## src/inc/servo_pkg.sv

```systemverilog
// Function
// - position error into the filter saturates to signed 16 bits
// - each coefficient product is 16x16, low 16 bits kept
// - 24-bit integral; top 16 bits shifted right 8, times integral_gain
// - integral product magnitude limited by integral_limit, sign restored
// - derivative product updated per derivative interval, added every sample
// - terms summed to 16 bits; top 8 or 12 bits are the command
// - command byte captured on rising store strobe with port select low
// - busy never stays high longer than 100 us
// - status byte driven while read strobe low with port select low
// - data moves as two-byte words, high byte first, one strobe each
// - command arriving while busy is discarded
// - busy rises after command byte and after second data byte
// - converter output offset binary, zero 80 or 800 hex
// - 8-bit latched word; 12-bit multiplexed with external latch strobes
// - pulse-width variant: 8-bit magnitude PWM plus sign
// - init codes: reset 00, narrow 05, wide 06, home 02
// - interrupt codes 03, 1B, 1A, 20, 21, 1C, 1D with byte counts
// - loop codes: gains 1E, apply 04, trajectory 1F, start 01
// - report codes 08, 0A, 09, 07 four bytes; 0C, 0B, 0D two
// - reset zeroes gains, trajectory; output half scale, 8-bit, home
// - status bits 1..6 show conditions regardless of mask
package servo_pkg;
    localparam logic [7:0] CMD_RESET     = 8'h00;
    localparam logic [7:0] CMD_START     = 8'h01;
    localparam logic [7:0] CMD_HOME      = 8'h02;
    localparam logic [7:0] CMD_INDEX     = 8'h03;
    localparam logic [7:0] CMD_APPLY     = 8'h04;
    localparam logic [7:0] CMD_NARROW    = 8'h05;
    localparam logic [7:0] CMD_WIDE      = 8'h06;
    localparam logic [7:0] CMD_RD_DVEL   = 8'h07;
    localparam logic [7:0] CMD_RD_DPOS   = 8'h08;
    localparam logic [7:0] CMD_RD_IPOS   = 8'h09;
    localparam logic [7:0] CMD_RD_APOS   = 8'h0a;
    localparam logic [7:0] CMD_RD_AVEL   = 8'h0b;
    localparam logic [7:0] CMD_RD_SIGS   = 8'h0c;
    localparam logic [7:0] CMD_RD_ISUM   = 8'h0d;
    localparam logic [7:0] CMD_ERR_STOP  = 8'h1a;
    localparam logic [7:0] CMD_ERR_INT   = 8'h1b;
    localparam logic [7:0] CMD_MASK      = 8'h1c;
    localparam logic [7:0] CMD_CLR_FLAGS = 8'h1d;
    localparam logic [7:0] CMD_GAINS     = 8'h1e;
    localparam logic [7:0] CMD_TRAJ      = 8'h1f;
    localparam logic [7:0] CMD_BRK_ABS   = 8'h20;
    localparam logic [7:0] CMD_BRK_REL   = 8'h21;
    localparam logic [7:0]  ZERO_NARROW = 8'h80;
    localparam logic [11:0] ZERO_WIDE   = 12'h800;
    localparam int BUSY_BIT      = 0;
    localparam int CLK_MHZ       = 100;
    localparam int BUSY_MAX_US   = 100;
    localparam int BUSY_HOLD_CYC = 20;  // well below the 100 us ceiling
    localparam int BUSY_MAX_CYC  = BUSY_MAX_US * CLK_MHZ;
    localparam int SAMPLE_CYC    = 2048;
    localparam int DERIV_DEF     = 1;
    localparam int PWM_STEPS     = 256;
    typedef enum logic [1:0] {
        H_IDLE = 2'b00, H_CMD = 2'b01, H_DATA = 2'b11
    } host_state_t;
endpackage : servo_pkg

```

## src/servo_pid_host_port.sv

```systemverilog
module servo_pid_host_port
    import servo_pkg::*;
#(
    parameter int SAMPLE_CYCLES = SAMPLE_CYC
) (
    // clock and reset
    input  wire logic        clk,
    input  wire logic        rst,
    // host port
    input  wire logic        portSelect_n,
    input  wire logic        readStrobe_n,
    input  wire logic        storeStrobe_n,
    input  wire logic [7:0]  hostDataIn,
    output logic      [7:0]  hostDataOut,
    output logic             hostDataOe_n,
    // loop inputs
    input  wire logic [31:0] errorIn,
    input  wire logic [5:0]  conditions,
    // motor drive
    output logic      [7:0]  dacPort,
    output logic             latchHigh,
    output logic             latchLow,
    output logic             pwmMag,
    output logic             pwmSign,
    // decoded command outputs
    output logic             defineHome,
    output logic             startMotion,
    output logic             armIndex
);
    // strobe synchronisers
    logic [1:0] rdSync_reg, wrSync_reg;
    logic       rdLast_reg, wrLast_reg;
    logic       psSync_reg;
    logic [7:0] dinSync_reg;
    always_ff @(posedge clk) begin
        if (rst) begin
            rdSync_reg <= 2'b11;
            wrSync_reg <= 2'b11;
            rdLast_reg <= 1'b1;
            wrLast_reg <= 1'b1;
        end else begin
            rdSync_reg <= {rdSync_reg[0], readStrobe_n};
            wrSync_reg <= {wrSync_reg[0], storeStrobe_n};
            rdLast_reg <= rdSync_reg[1];
            wrLast_reg <= wrSync_reg[1];
        end
        psSync_reg  <= portSelect_n;
        dinSync_reg <= hostDataIn;
    end
    logic wrRise, rdRise, rdLow;
    assign wrRise = wrSync_reg[1] & ~wrLast_reg;
    assign rdRise = rdSync_reg[1] & ~rdLast_reg;
    assign rdLow  = ~rdSync_reg[1];

    // host protocol state
    host_state_t st_reg, st_next;
    logic [7:0]  cmd_reg, cmd_next, hiByte_reg, hiByte_next;
    logic        second_reg, second_next, busy_reg, busy_next;
    logic [13:0] busyCnt_reg, busyCnt_next;
    logic [2:0]  word_reg, word_next;
    logic        wide_reg, wide_next;
    logic [15:0] kp_reg, kp_next, ki_reg, ki_next, kd_reg, kd_next;
    logic [15:0] il_reg, il_next;
    logic [15:0] kpB_reg, kpB_next, kiB_reg, kiB_next, kdB_reg, kdB_next;
    logic [15:0] ilB_reg, ilB_next;
    logic [7:0]  dInt_reg, dInt_next, dIntB_reg, dIntB_next;
    logic [15:0] gainSel_reg, gainSel_next;
    logic [5:0]  mask_reg, mask_next;
    logic        homeP, startP, armP, softRst;
    logic [15:0] wordOut;
    logic [15:0] dataWord;
    logic [23:0] integ_reg;

    always_comb begin
        // word presented on reads: only the integral sum and the signals read (mask) are local
        wordOut = (cmd_reg == CMD_RD_ISUM) ? integ_reg[23:8]
                : (cmd_reg == CMD_RD_SIGS) ? {10'h000, mask_reg} : 16'h0000;
    end
    assign dataWord = {hiByte_reg, dinSync_reg};

    always_comb begin
        st_next = st_reg;
        cmd_next = cmd_reg;
        hiByte_next = hiByte_reg;
        second_next = second_reg;
        busy_next = busy_reg;
        busyCnt_next = busyCnt_reg;
        word_next = word_reg;
        wide_next = wide_reg;
        kp_next = kp_reg;
        ki_next = ki_reg;
        kd_next = kd_reg;
        il_next = il_reg;
        kpB_next = kpB_reg;
        kiB_next = kiB_reg;
        kdB_next = kdB_reg;
        ilB_next = ilB_reg;
        dInt_next = dInt_reg;
        dIntB_next = dIntB_reg;
        gainSel_next = gainSel_reg;
        mask_next = mask_reg;
        homeP = 1'b0;
        startP = 1'b0;
        armP = 1'b0;
        softRst = 1'b0;
        if (busy_reg) begin
            busyCnt_next = busyCnt_reg + 14'd1;
            if (busyCnt_reg >= 14'(BUSY_HOLD_CYC - 1)
                || busyCnt_reg >= 14'(BUSY_MAX_CYC - 1))
                busy_next = 1'b0;
        end
        if (wrRise && !psSync_reg) begin
            if (!busy_reg) begin
                cmd_next = dinSync_reg;
                busy_next = 1'b1;
                busyCnt_next = '0;
                second_next = 1'b0;
                word_next = '0;
                st_next = H_CMD;
                unique case (dinSync_reg)
                    CMD_RESET:  softRst = 1'b1;
                    CMD_NARROW: wide_next = 1'b0;
                    CMD_WIDE:   wide_next = 1'b1;
                    CMD_HOME:   homeP = 1'b1;
                    CMD_INDEX:  armP = 1'b1;
                    CMD_START:  startP = 1'b1;
                    CMD_APPLY: begin
                        kp_next = kpB_reg; ki_next = kiB_reg;
                        kd_next = kdB_reg; il_next = ilB_reg;
                        dInt_next = dIntB_reg;
                    end
                    default: ;
                endcase
            end
        end else if ((wrRise || rdRise) && psSync_reg && st_reg != H_IDLE) begin
            if (!second_reg) begin
                hiByte_next = wrRise ? dinSync_reg : wordOut[7:0];
                second_next = 1'b1;
            end else begin
                second_next = 1'b0;
                busy_next = 1'b1;
                busyCnt_next = '0;
                st_next = H_DATA;
                word_next = word_reg + 3'd1;
                if (wrRise) begin
                    if (cmd_reg == CMD_MASK) mask_next = dataWord[6:1];
                    if (cmd_reg == CMD_GAINS) begin
                        if (word_reg == 3'd0) begin
                            gainSel_next = dataWord;
                            dIntB_next = dataWord[15:8];
                        end else begin
                            // fill only the selected gains, in order
                            if (gainSel_reg[3] && word_reg == 3'd1)
                                kpB_next = dataWord;
                            if (gainSel_reg[2] && word_reg == 3'(1 + gainSel_reg[3]))
                                kiB_next = dataWord;
                            if (gainSel_reg[1] && word_reg == 3'(1 + gainSel_reg[3]
                                + gainSel_reg[2])) kdB_next = dataWord;
                            if (gainSel_reg[0] && word_reg == 3'(1 + gainSel_reg[3]
                                + gainSel_reg[2] + gainSel_reg[1]))
                                ilB_next = dataWord;
                        end
                    end
                end
            end
        end
        if (softRst) begin
            kp_next = '0; ki_next = '0; kd_next = '0; il_next = '0;
            kpB_next = '0; kiB_next = '0; kdB_next = '0; ilB_next = '0;
            dInt_next = '0; dIntB_next = '0; wide_next = 1'b0;
            mask_next = '0; homeP = 1'b1;
        end
    end
    always_ff @(posedge clk) begin
        if (rst) begin
            st_reg <= H_IDLE;
            cmd_reg <= '0;
            hiByte_reg <= '0;
            second_reg <= 1'b0;
            busy_reg <= 1'b0;
            busyCnt_reg <= '0;
            word_reg <= '0;
            wide_reg <= 1'b0;
            kp_reg <= '0;
            ki_reg <= '0;
            kd_reg <= '0;
            il_reg <= '0;
            kpB_reg <= '0;
            kiB_reg <= '0;
            kdB_reg <= '0;
            ilB_reg <= '0;
            dInt_reg <= '0;
            dIntB_reg <= '0;
            gainSel_reg <= '0;
            mask_reg <= '0;
        end else begin
            st_reg <= st_next;
            cmd_reg <= cmd_next;
            hiByte_reg <= hiByte_next;
            second_reg <= second_next;
            busy_reg <= busy_next;
            busyCnt_reg <= busyCnt_next;
            word_reg <= word_next;
            wide_reg <= wide_next;
            kp_reg <= kp_next;
            ki_reg <= ki_next;
            kd_reg <= kd_next;
            il_reg <= il_next;
            kpB_reg <= kpB_next;
            kiB_reg <= kiB_next;
            kdB_reg <= kdB_next;
            ilB_reg <= ilB_next;
            dInt_reg <= dInt_next;
            dIntB_reg <= dIntB_next;
            gainSel_reg <= gainSel_next;
            mask_reg <= mask_next;
        end
    end

    // host read drive
    logic [7:0] dout_next;
    logic       oe_next;
    always_comb begin
        oe_next = ~rdLow;
        if (!psSync_reg)
            dout_next = {1'b0, conditions, busy_reg};
        else
            dout_next = second_reg ? hiByte_reg : wordOut[15:8];
    end
    always_ff @(posedge clk) begin
        if (rst) begin
            hostDataOut <= '0; hostDataOe_n <= 1'b1;
            defineHome <= 1'b0; startMotion <= 1'b0; armIndex <= 1'b0;
        end else begin
            hostDataOut <= dout_next; hostDataOe_n <= oe_next;
            defineHome <= homeP; startMotion <= startP; armIndex <= armP;
        end
    end

    // pid filter
    logic [12:0] smp_reg, smp_next;
    logic [7:0]  dCnt_reg, dCnt_next;
    logic [15:0] eSat, ePrev_reg, ePrev_next, dProd_reg, dProd_next;
    logic [23:0] integ_next;
    logic [15:0] u_reg, u_next, iTerm, iMag, pTerm, iTop;
    logic        tick;
    always_comb begin
        if ($signed(errorIn) > 32'sd32767) eSat = 16'h7fff;
        else if ($signed(errorIn) < -32'sd32768) eSat = 16'h8000;
        else eSat = errorIn[15:0];
        tick = (smp_reg == 13'(SAMPLE_CYCLES - 1));
        smp_next = tick ? '0 : smp_reg + 13'd1;
        integ_next = integ_reg; ePrev_next = ePrev_reg;
        dProd_next = dProd_reg; dCnt_next = dCnt_reg; u_next = u_reg;
        pTerm = 16'(kp_reg * eSat);
        iTop = 16'($signed(integ_reg[23:8]) >>> 8);
        iTerm = 16'(iTop * ki_reg);
        iMag = iTerm[15] ? 16'(-iTerm) : iTerm;
        if (iMag > il_reg)
            iMag = il_reg;
        if (iTerm[15]) iMag = 16'(-iMag);
        if (tick) begin
            integ_next = integ_reg + {{8{eSat[15]}}, eSat};
            if (dCnt_reg >= dInt_reg) begin
                dCnt_next = '0;
                dProd_next = 16'((eSat - ePrev_reg) * kd_reg);
                ePrev_next = eSat;
            end else dCnt_next = dCnt_reg + 8'd1;
            u_next = 16'(pTerm + iMag + dProd_reg);
        end
        if (softRst) begin
            integ_next = '0; u_next = '0; dProd_next = '0;
        end
    end
    always_ff @(posedge clk) begin
        if (rst) begin
            smp_reg <= '0; integ_reg <= '0; ePrev_reg <= '0;
            dProd_reg <= '0; dCnt_reg <= '0; u_reg <= '0;
        end else begin
            smp_reg <= smp_next; integ_reg <= integ_next;
            ePrev_reg <= ePrev_next; dProd_reg <= dProd_next;
            dCnt_reg <= dCnt_next; u_reg <= u_next;
        end
    end

    // motor outputs: dac port, mux phase, pwm
    logic [11:0] code12;
    logic [7:0]  code8, mag8, pwmCnt_reg, pwmCnt_next, dac_next;
    logic        phase_reg, phase_next, lh_next, ll_next;
    always_comb begin
        code12 = u_reg[15:4] ^ ZERO_WIDE;
        code8  = u_reg[15:8] ^ ZERO_NARROW;
        mag8   = u_reg[15] ? 8'(-u_reg[15:8]) : u_reg[15:8];
        pwmCnt_next = pwmCnt_reg + 8'd1;
        phase_next = ~phase_reg;
        lh_next = 1'b0; ll_next = 1'b0;
        if (wide_reg) begin
            dac_next = phase_reg ? {code12[11:6], 2'b00}
                                 : {code12[5:0], 2'b00};
            lh_next = phase_reg;
            ll_next = ~phase_reg;
        end else dac_next = code8;
    end
    always_ff @(posedge clk) begin
        if (rst) begin
            dacPort <= ZERO_NARROW; latchHigh <= 1'b0; latchLow <= 1'b0;
            pwmMag <= 1'b0; pwmSign <= 1'b0; pwmCnt_reg <= '0;
            phase_reg <= 1'b0;
        end else begin
            dacPort <= dac_next; latchHigh <= lh_next; latchLow <= ll_next;
            pwmCnt_reg <= pwmCnt_next; phase_reg <= phase_next;
            pwmMag <= (pwmCnt_reg < mag8);
            pwmSign <= u_reg[15];
        end
    end
endmodule : servo_pid_host_port

```

## config.mk

```make
export PLATFORM = sky130hd
export DESIGN_NAME = servo_pid_host_port
export DESIGN_NICKNAME = d
export VERILOG_FILES = /design/src/inc/servo_pkg.sv /design/src/servo_pid_host_port.sv
export SDC_FILE = /design/constraint.sdc
export NUM_CORES = 2
export LEC_CHECK = 0
export ABC_CLOCK_PERIOD_IN_PS = 32000
export BUFFER_PORTS_ARGS = -buffer_cell sky130_fd_sc_hd__buf_2
export CAP_MARGIN = 15
export CORE_ASPECT_RATIO = 0.9
export CORE_MARGIN = 2
export CORE_UTILIZATION = 64
export CTS_CLUSTER_SIZE = 20
export DETAILED_ROUTE_END_ITERATION = 6
export GPL_TIMING_DRIVEN = 1
export HOLD_SLACK_MARGIN = 0.15
export MAX_ROUTING_LAYER = met4
export PLACE_DENSITY = 0.86
export SYNTH_ARGS = -nofsm -noshare
export SYNTH_HDL_FRONTEND = slang
export SYNTH_SLANG_ARGS = --single-unit
```

## constraint.sdc

```tcl
create_clock -name clk -period 32 [get_ports clk]
set_input_delay 6.4 -clock clk [delete_from_list [all_inputs] [get_ports clk]]
set_output_delay 6.4 -clock clk [all_outputs]
set_load 0.05 [all_outputs]
```

# Word-level counts from Yosys, hierarchy flattened
# Cells that the tools add are included.
# totals
out_inout_bits	24
register_bits	332
input_bits	51
wordCells	178
# classes
n_lt_le_gt_ge	7
reduce_logical	34
n_eq_ne	16
bitwise_logic	12
addsub	15
n_mux	47
mul	3
# ops
operator	n
2-to-1 mux 16 bit	6
2-to-1 mux 14 bit	5
2-to-1 mux 8 bit	6
adder 16 bit	2
> comparator 32 x 16 -> 1 bit (second input constant)	1
< comparator 32 x 16 -> 1 bit (second input constant)	1
multiplier 16 x 16 -> 16 bit	2
negator 16 bit	2
AND reduction 7 bit	4
adder 24 bit	1
equality test 8 x 3 -> 1 bit (second input constant)	3
2-to-1 mux 1 bit	19
adder 8 x 1 -> 8 bit (second input constant)	2
equality test 8 x 2 -> 1 bit (second input constant)	2
equality test 8 x 4 -> 1 bit (second input constant)	2
equality test 8 x 5 -> 1 bit (second input constant)	2
> comparator 16 bit	1
multiplier 8 x 16 -> 16 bit	1
subtractor 16 bit	1
adder 14 x 1 -> 14 bit (second input constant)	1
greater-or-equal comparator 14 bit (second input constant)	1
greater-or-equal comparator 14 x 5 -> 1 bit (second input constant)	1
adder 13 x 1 -> 13 bit (second input constant)	1
equality test 13 x 11 -> 1 bit (second input constant)	1
other kinds (30)	66

# Depth between registers and ports, before layout
# depth
ltp_word	9
depth_mapped	56

# Least setup slack after synthesis
# OpenSTA, ideal clock, no wires.
# synth_path
path_type	input to register
startpoint	input errorIn[31]
endpoint	register dProd_reg[15]
t_arrival_ns	15.061
cell_stages	38
setup_slack_ns	16.815
cell_sequence	clkbuf_1 -> a41oi_1 -> clkbuf_1 -> clkbuf_1 -> o21a_1 -> clkbuf_1 -> clkbuf_1 -> inv_1 -> ha_1 -> fa_1 -> nor2b_1 -> o2111ai_1 -> a31oi_1 -> a31oi_1 -> nor3_1 -> nand2_1 -> fa_1 -> inv_1 -> [... 2 more ...] -> fa_1 -> inv_1 -> fa_1 -> inv_1 -> fa_1 -> fa_1 -> xor2_1 -> xnor2_1 -> xnor2_1 -> xnor2_1 -> xnor2_1 -> xnor3_1 -> xnor3_1 -> xnor2_2 -> xnor2_1 -> or3_1 -> o2111ai_1 -> a21oi_1
# synth_via
elab_chain_len	5
elab_cells_between_ends	6
# synth_lines
item	line	rtl
start: declaration	servo_pid_host_port.sv:17	input wire logic [31:0] errorIn,
< comparator 32 x 16 -> 1 bit	servo_pid_host_port.sv:249	else if ($signed(errorIn) < -32'sd32768) eSat = 16'h8000;
2-to-1 mux 16 bit	servo_pid_host_port.sv:249	
2-to-1 mux 16 bit *	servo_pid_host_port.sv:248	if ($signed(errorIn) > 32'sd32767) eSat = 16'h7fff;
named net eSat[0]	servo_pid_host_port.sv:243	logic [15:0] eSat, ePrev_reg, ePrev_next, dProd_reg, dProd_next;
subtractor 16 bit *	servo_pid_host_port.sv:266	dProd_next = 16'((eSat - ePrev_reg) * kd_reg);
multiplier 16 x 16 -> 16 bit *	servo_pid_host_port.sv:266	
end signal: assignment	servo_pid_host_port.sv:281	ePrev_reg <= ePrev_next; dProd_reg <= dProd_next;
end: declaration	servo_pid_host_port.sv:243	
# The timed path passes the listed nets; every way through them passes the cells marked *.
# A chain may end at the register's enable or synchronous reset.

# Final worst setup path
# layout_path
startpoint	input errorIn[28]
endpoint	register dProd_reg[15]
# layout_via
elab_chain_len	5
elab_cells_between_ends	6
# layout_lines
item	line
< comparator 32 x 16 -> 1 bit	servo_pid_host_port.sv:249
2-to-1 mux 16 bit	servo_pid_host_port.sv:249
2-to-1 mux 16 bit *	servo_pid_host_port.sv:248
subtractor 16 bit *	servo_pid_host_port.sv:266
multiplier 16 x 16 -> 16 bit *	servo_pid_host_port.sv:266
# Mark *: on every way between the ends. The rest lies on a longest branch, timed or not.

==> summary.txt <==
Status = finished, violations left
Failing checks = design-rule violations
Post-synth top area share = 24.1%
Core area = 41,900 µm²
Synth Net Count = 3,822
Largest stage delay on the critical path = 0.83 ns
Cell taking the most area after synthesis = dfxtp_1
Setup TNS = 0 ns
Fin cells = 3,863
Relative max-transition margin = 22.9%
Routability cong. = 0.941
Tmin final = 15.40 ns
Final core area utilization = 69.6%
Root buf cell = clkbuf_16
Post-synthesis mux area share = 1.90%
Worst Skew = 0.0253 ns
ANT cells = 0
Port bufs = 74
# DRC = 3
Worst-path fanout max = 19
Leakage power = 12.6 nW
Setup Buffers After CTS = 0
Crit path required time = 32.42 ns
Placement Cell Area = 27,900 µm²
Worst EP arrival = 15.82 ns
Die Y = 200 µm
Clk_lat worst skew = 0.55 ns
Row cnt = 71
Layout net count = 3,806
Syn_area_per_cell = 8.25 µm²
Die Width = 222 µm
Post-synthesis cell count = 3,305
Synth Area in Simple Gates = 20.2%
Netlist cell types = 81
Mapped cell area = 27,300 µm²
Largest family of logic cells by synthesized area = adder cells
Adder-Cell Fraction of Synth Area = 28.3%
Post-DRT Antenna Nets = 0
Reg clk slew, reported paths = 0.06 ns
Number of flops mapped to enable cells by yosys = 0
Max Slew Vio Count = 0
CP Launch Type = input port
GRT Overall Usage = 33.8%
H-Tree Level Count = 2
Total of warnings raised by yosys = 0
Largest net degree at the start of global routing = 116
DRT iter0 DRCs = 2,192
Compound-Gate Fraction of Synth Area = 10.8%
Tcrit/Tclk final = 48.1%
Fin area = 29,200 µm²
Register area share after synthesis = 24.1%
Clock Path Buffers = 3
Final setup violation count = 0
Total CTS buffers = 36
XOR/XNOR share of the synthesized area = 6.48%
Share of cells above drive strength 1 = 6.12%
DP HPWL = 52,800 µm
Post-synth ARST share = 0%
WL final = 71,900 µm
Clock tree from TritonCTS = yes
Total congestion overflow = 0
RSZ-0062 raised after global routing = no
Global-route wire length before repair = 117,000 µm
Number of flip-flops under the largest register name = 24
Die area = 44,300 µm²
Vias in the first global route = 23.1k
Final hold vios = 0
Pre-antenna DRT Iters = 7
F_max = 65.0 MHz
Slew @ Worst Pin = 1.15 ns
Worst hold path type = reg2reg
Wire length per cell = 18.6 µm
CP most frequent cell = fa_1
Area contributors post-synth = dfxtp_1 24%, fa_1 18%, ha_1 9.9%
Critical path endpoint category = register
Area growth syn-to-layout = 7.11%
Via count = 22.7k
Post-CTS Hold Buffers = 0
Antenna violations before repair = 0
Filler cells = 3,160
Max-cap violations = 0
CP max-delay cell = o41ai_4
VDD IR max = 0.0513 mV
Kind of critical path = in2reg
Vias per inst = 5.88
PD cells = 30.7 nW/µm²
Starting density of the core = 65.0%
Clock sink total = 328
I/O pin cnt = 75
WHS = 0.413 ns
# resized after CTS = 0
Seq cells post-synth = 328
Top FF cell, synth = dfxtp_1
Cells after DPL = 3,796
[per-stage QoR]
step | power, mW | worst slack [ns]
after global routing | 0.917 | 16.02
after floorplan | 0.457 | 16.82
after global placement | 0.473 | 16.33
final | 0.896 | 16.60
after detailed placement | 0.475 | 16.14
after CTS | 0.897 | 16.68
[worst paths after layout]
path / start / end / slack (ns) / cells past startpoint
setup reg to reg: integ_reg[17]$_SDFFE_PP0N_ / u_reg[15]$_SDFFE_PP0N_ / 17.47 / 47
hold / removal: wrSync_reg[0]$_SDFF_PP1_ / wrSync_reg[1]$_SDFF_PP1_ / 0.41 / 1
hold reg to reg: wrSync_reg[0]$_SDFF_PP1_ / wrSync_reg[1]$_SDFF_PP1_ / 0.41 / 1
setup / recovery: errorIn[28] / dProd_reg[15]$_SDFFE_PP0P_ / 16.60 / 32
[critical path: cells and delay by family]
family	cells	cell delay (ns)
buffers and inverters	5	0.48
and+or+nand+nor	5	1.06
xor gates and xnor gates	10	2.69
AOI/OAI and AO/OA	5	1.92
adders and majority gates	7	3.25
[Yosys cell counts (all sizes together), types with 14 or more instances]
library cell,n
a211oi,16
a21o,28
a21oi,264
and2,151
and3,18
buf,16
clkbuf,134
dfxtp,328
fa,250
ha,216
inv,448
mux2i,45
nand2,614
nand2b,18
nand3,33
nand4,17
nor2,168
nor2b,47
nor3,42
nor4,16
o21a,27
o21ai,42
o21bai,19
or2,14
or3,18
xnor2,130
xor2,65
[logic make-up after synthesis]
kind of cell / Yosys count
flops: 328
mux: 51
simple gates: 1190
buf+inv: 598
compound gates: 475
fa+ha+maj: 466
xor+xnor: 197
[layer usage]
| layer | routed length (µm) | vias to the layer above | share of wire (%) | track usage, % |
|---|---|---|---|---|
| met4 | 3150 | 0 | 4.4 | 14.6 |
| met3 | 6560 | 223 | 9.1 | 5.80 |
| met5 | 0 | - | 0 | - |
| met1 | 29200 | 10959 | 41 | 42.5 |
| met2 | 33000 | 1040 | 46 | 54.4 |
| li1 | - | 10488 | - | - |
[area by class of cell]
| class | instances | area [µm²] | share of cell area (%) |
|---|---|---|---|
| multi-input cells | 2379 | 18500 | 63.3 |
| inverters | 448 | 1680 | 5.76 |
| well taps | 547 | 684 | 2.34 |
| repair buffers | 96 | 553 | 1.89 |
| clock buffers | 51 | 1060 | 3.62 |
| flip-flops and latches | 328 | 6570 | 22.5 |
| clock inverters | 14 | 166 | 0.570 |
[where the power goes]
part	leakage (nW)	switching, mW	internal (mW)	total (mW)
sequential	2.65	0.00466	0.411	0.415
combinational	9.38	0.0374	0.0153	0.0526
clock	0.601	0.178	0.250	0.428
[cells in the final DEF, fill, tap and decap left out, types with 46 or more instances in the layout]
master | Yosys | routed
xnor2_1 | 128 | 127
ha_1 | 216 | 216
buf_2 | 9 | 75
inv_1 | 448 | 448
fa_1 | 250 | 250
a21oi_1 | 264 | 264
and2_1 | 151 | 151
nor2b_1 | 46 | 46
nand2_1 | 614 | 614
dfxtp_1 | 328 | 328
nor2_1 | 167 | 165
xor2_1 | 65 | 65
No activity file was read; power rests on OpenSTA's default activity.
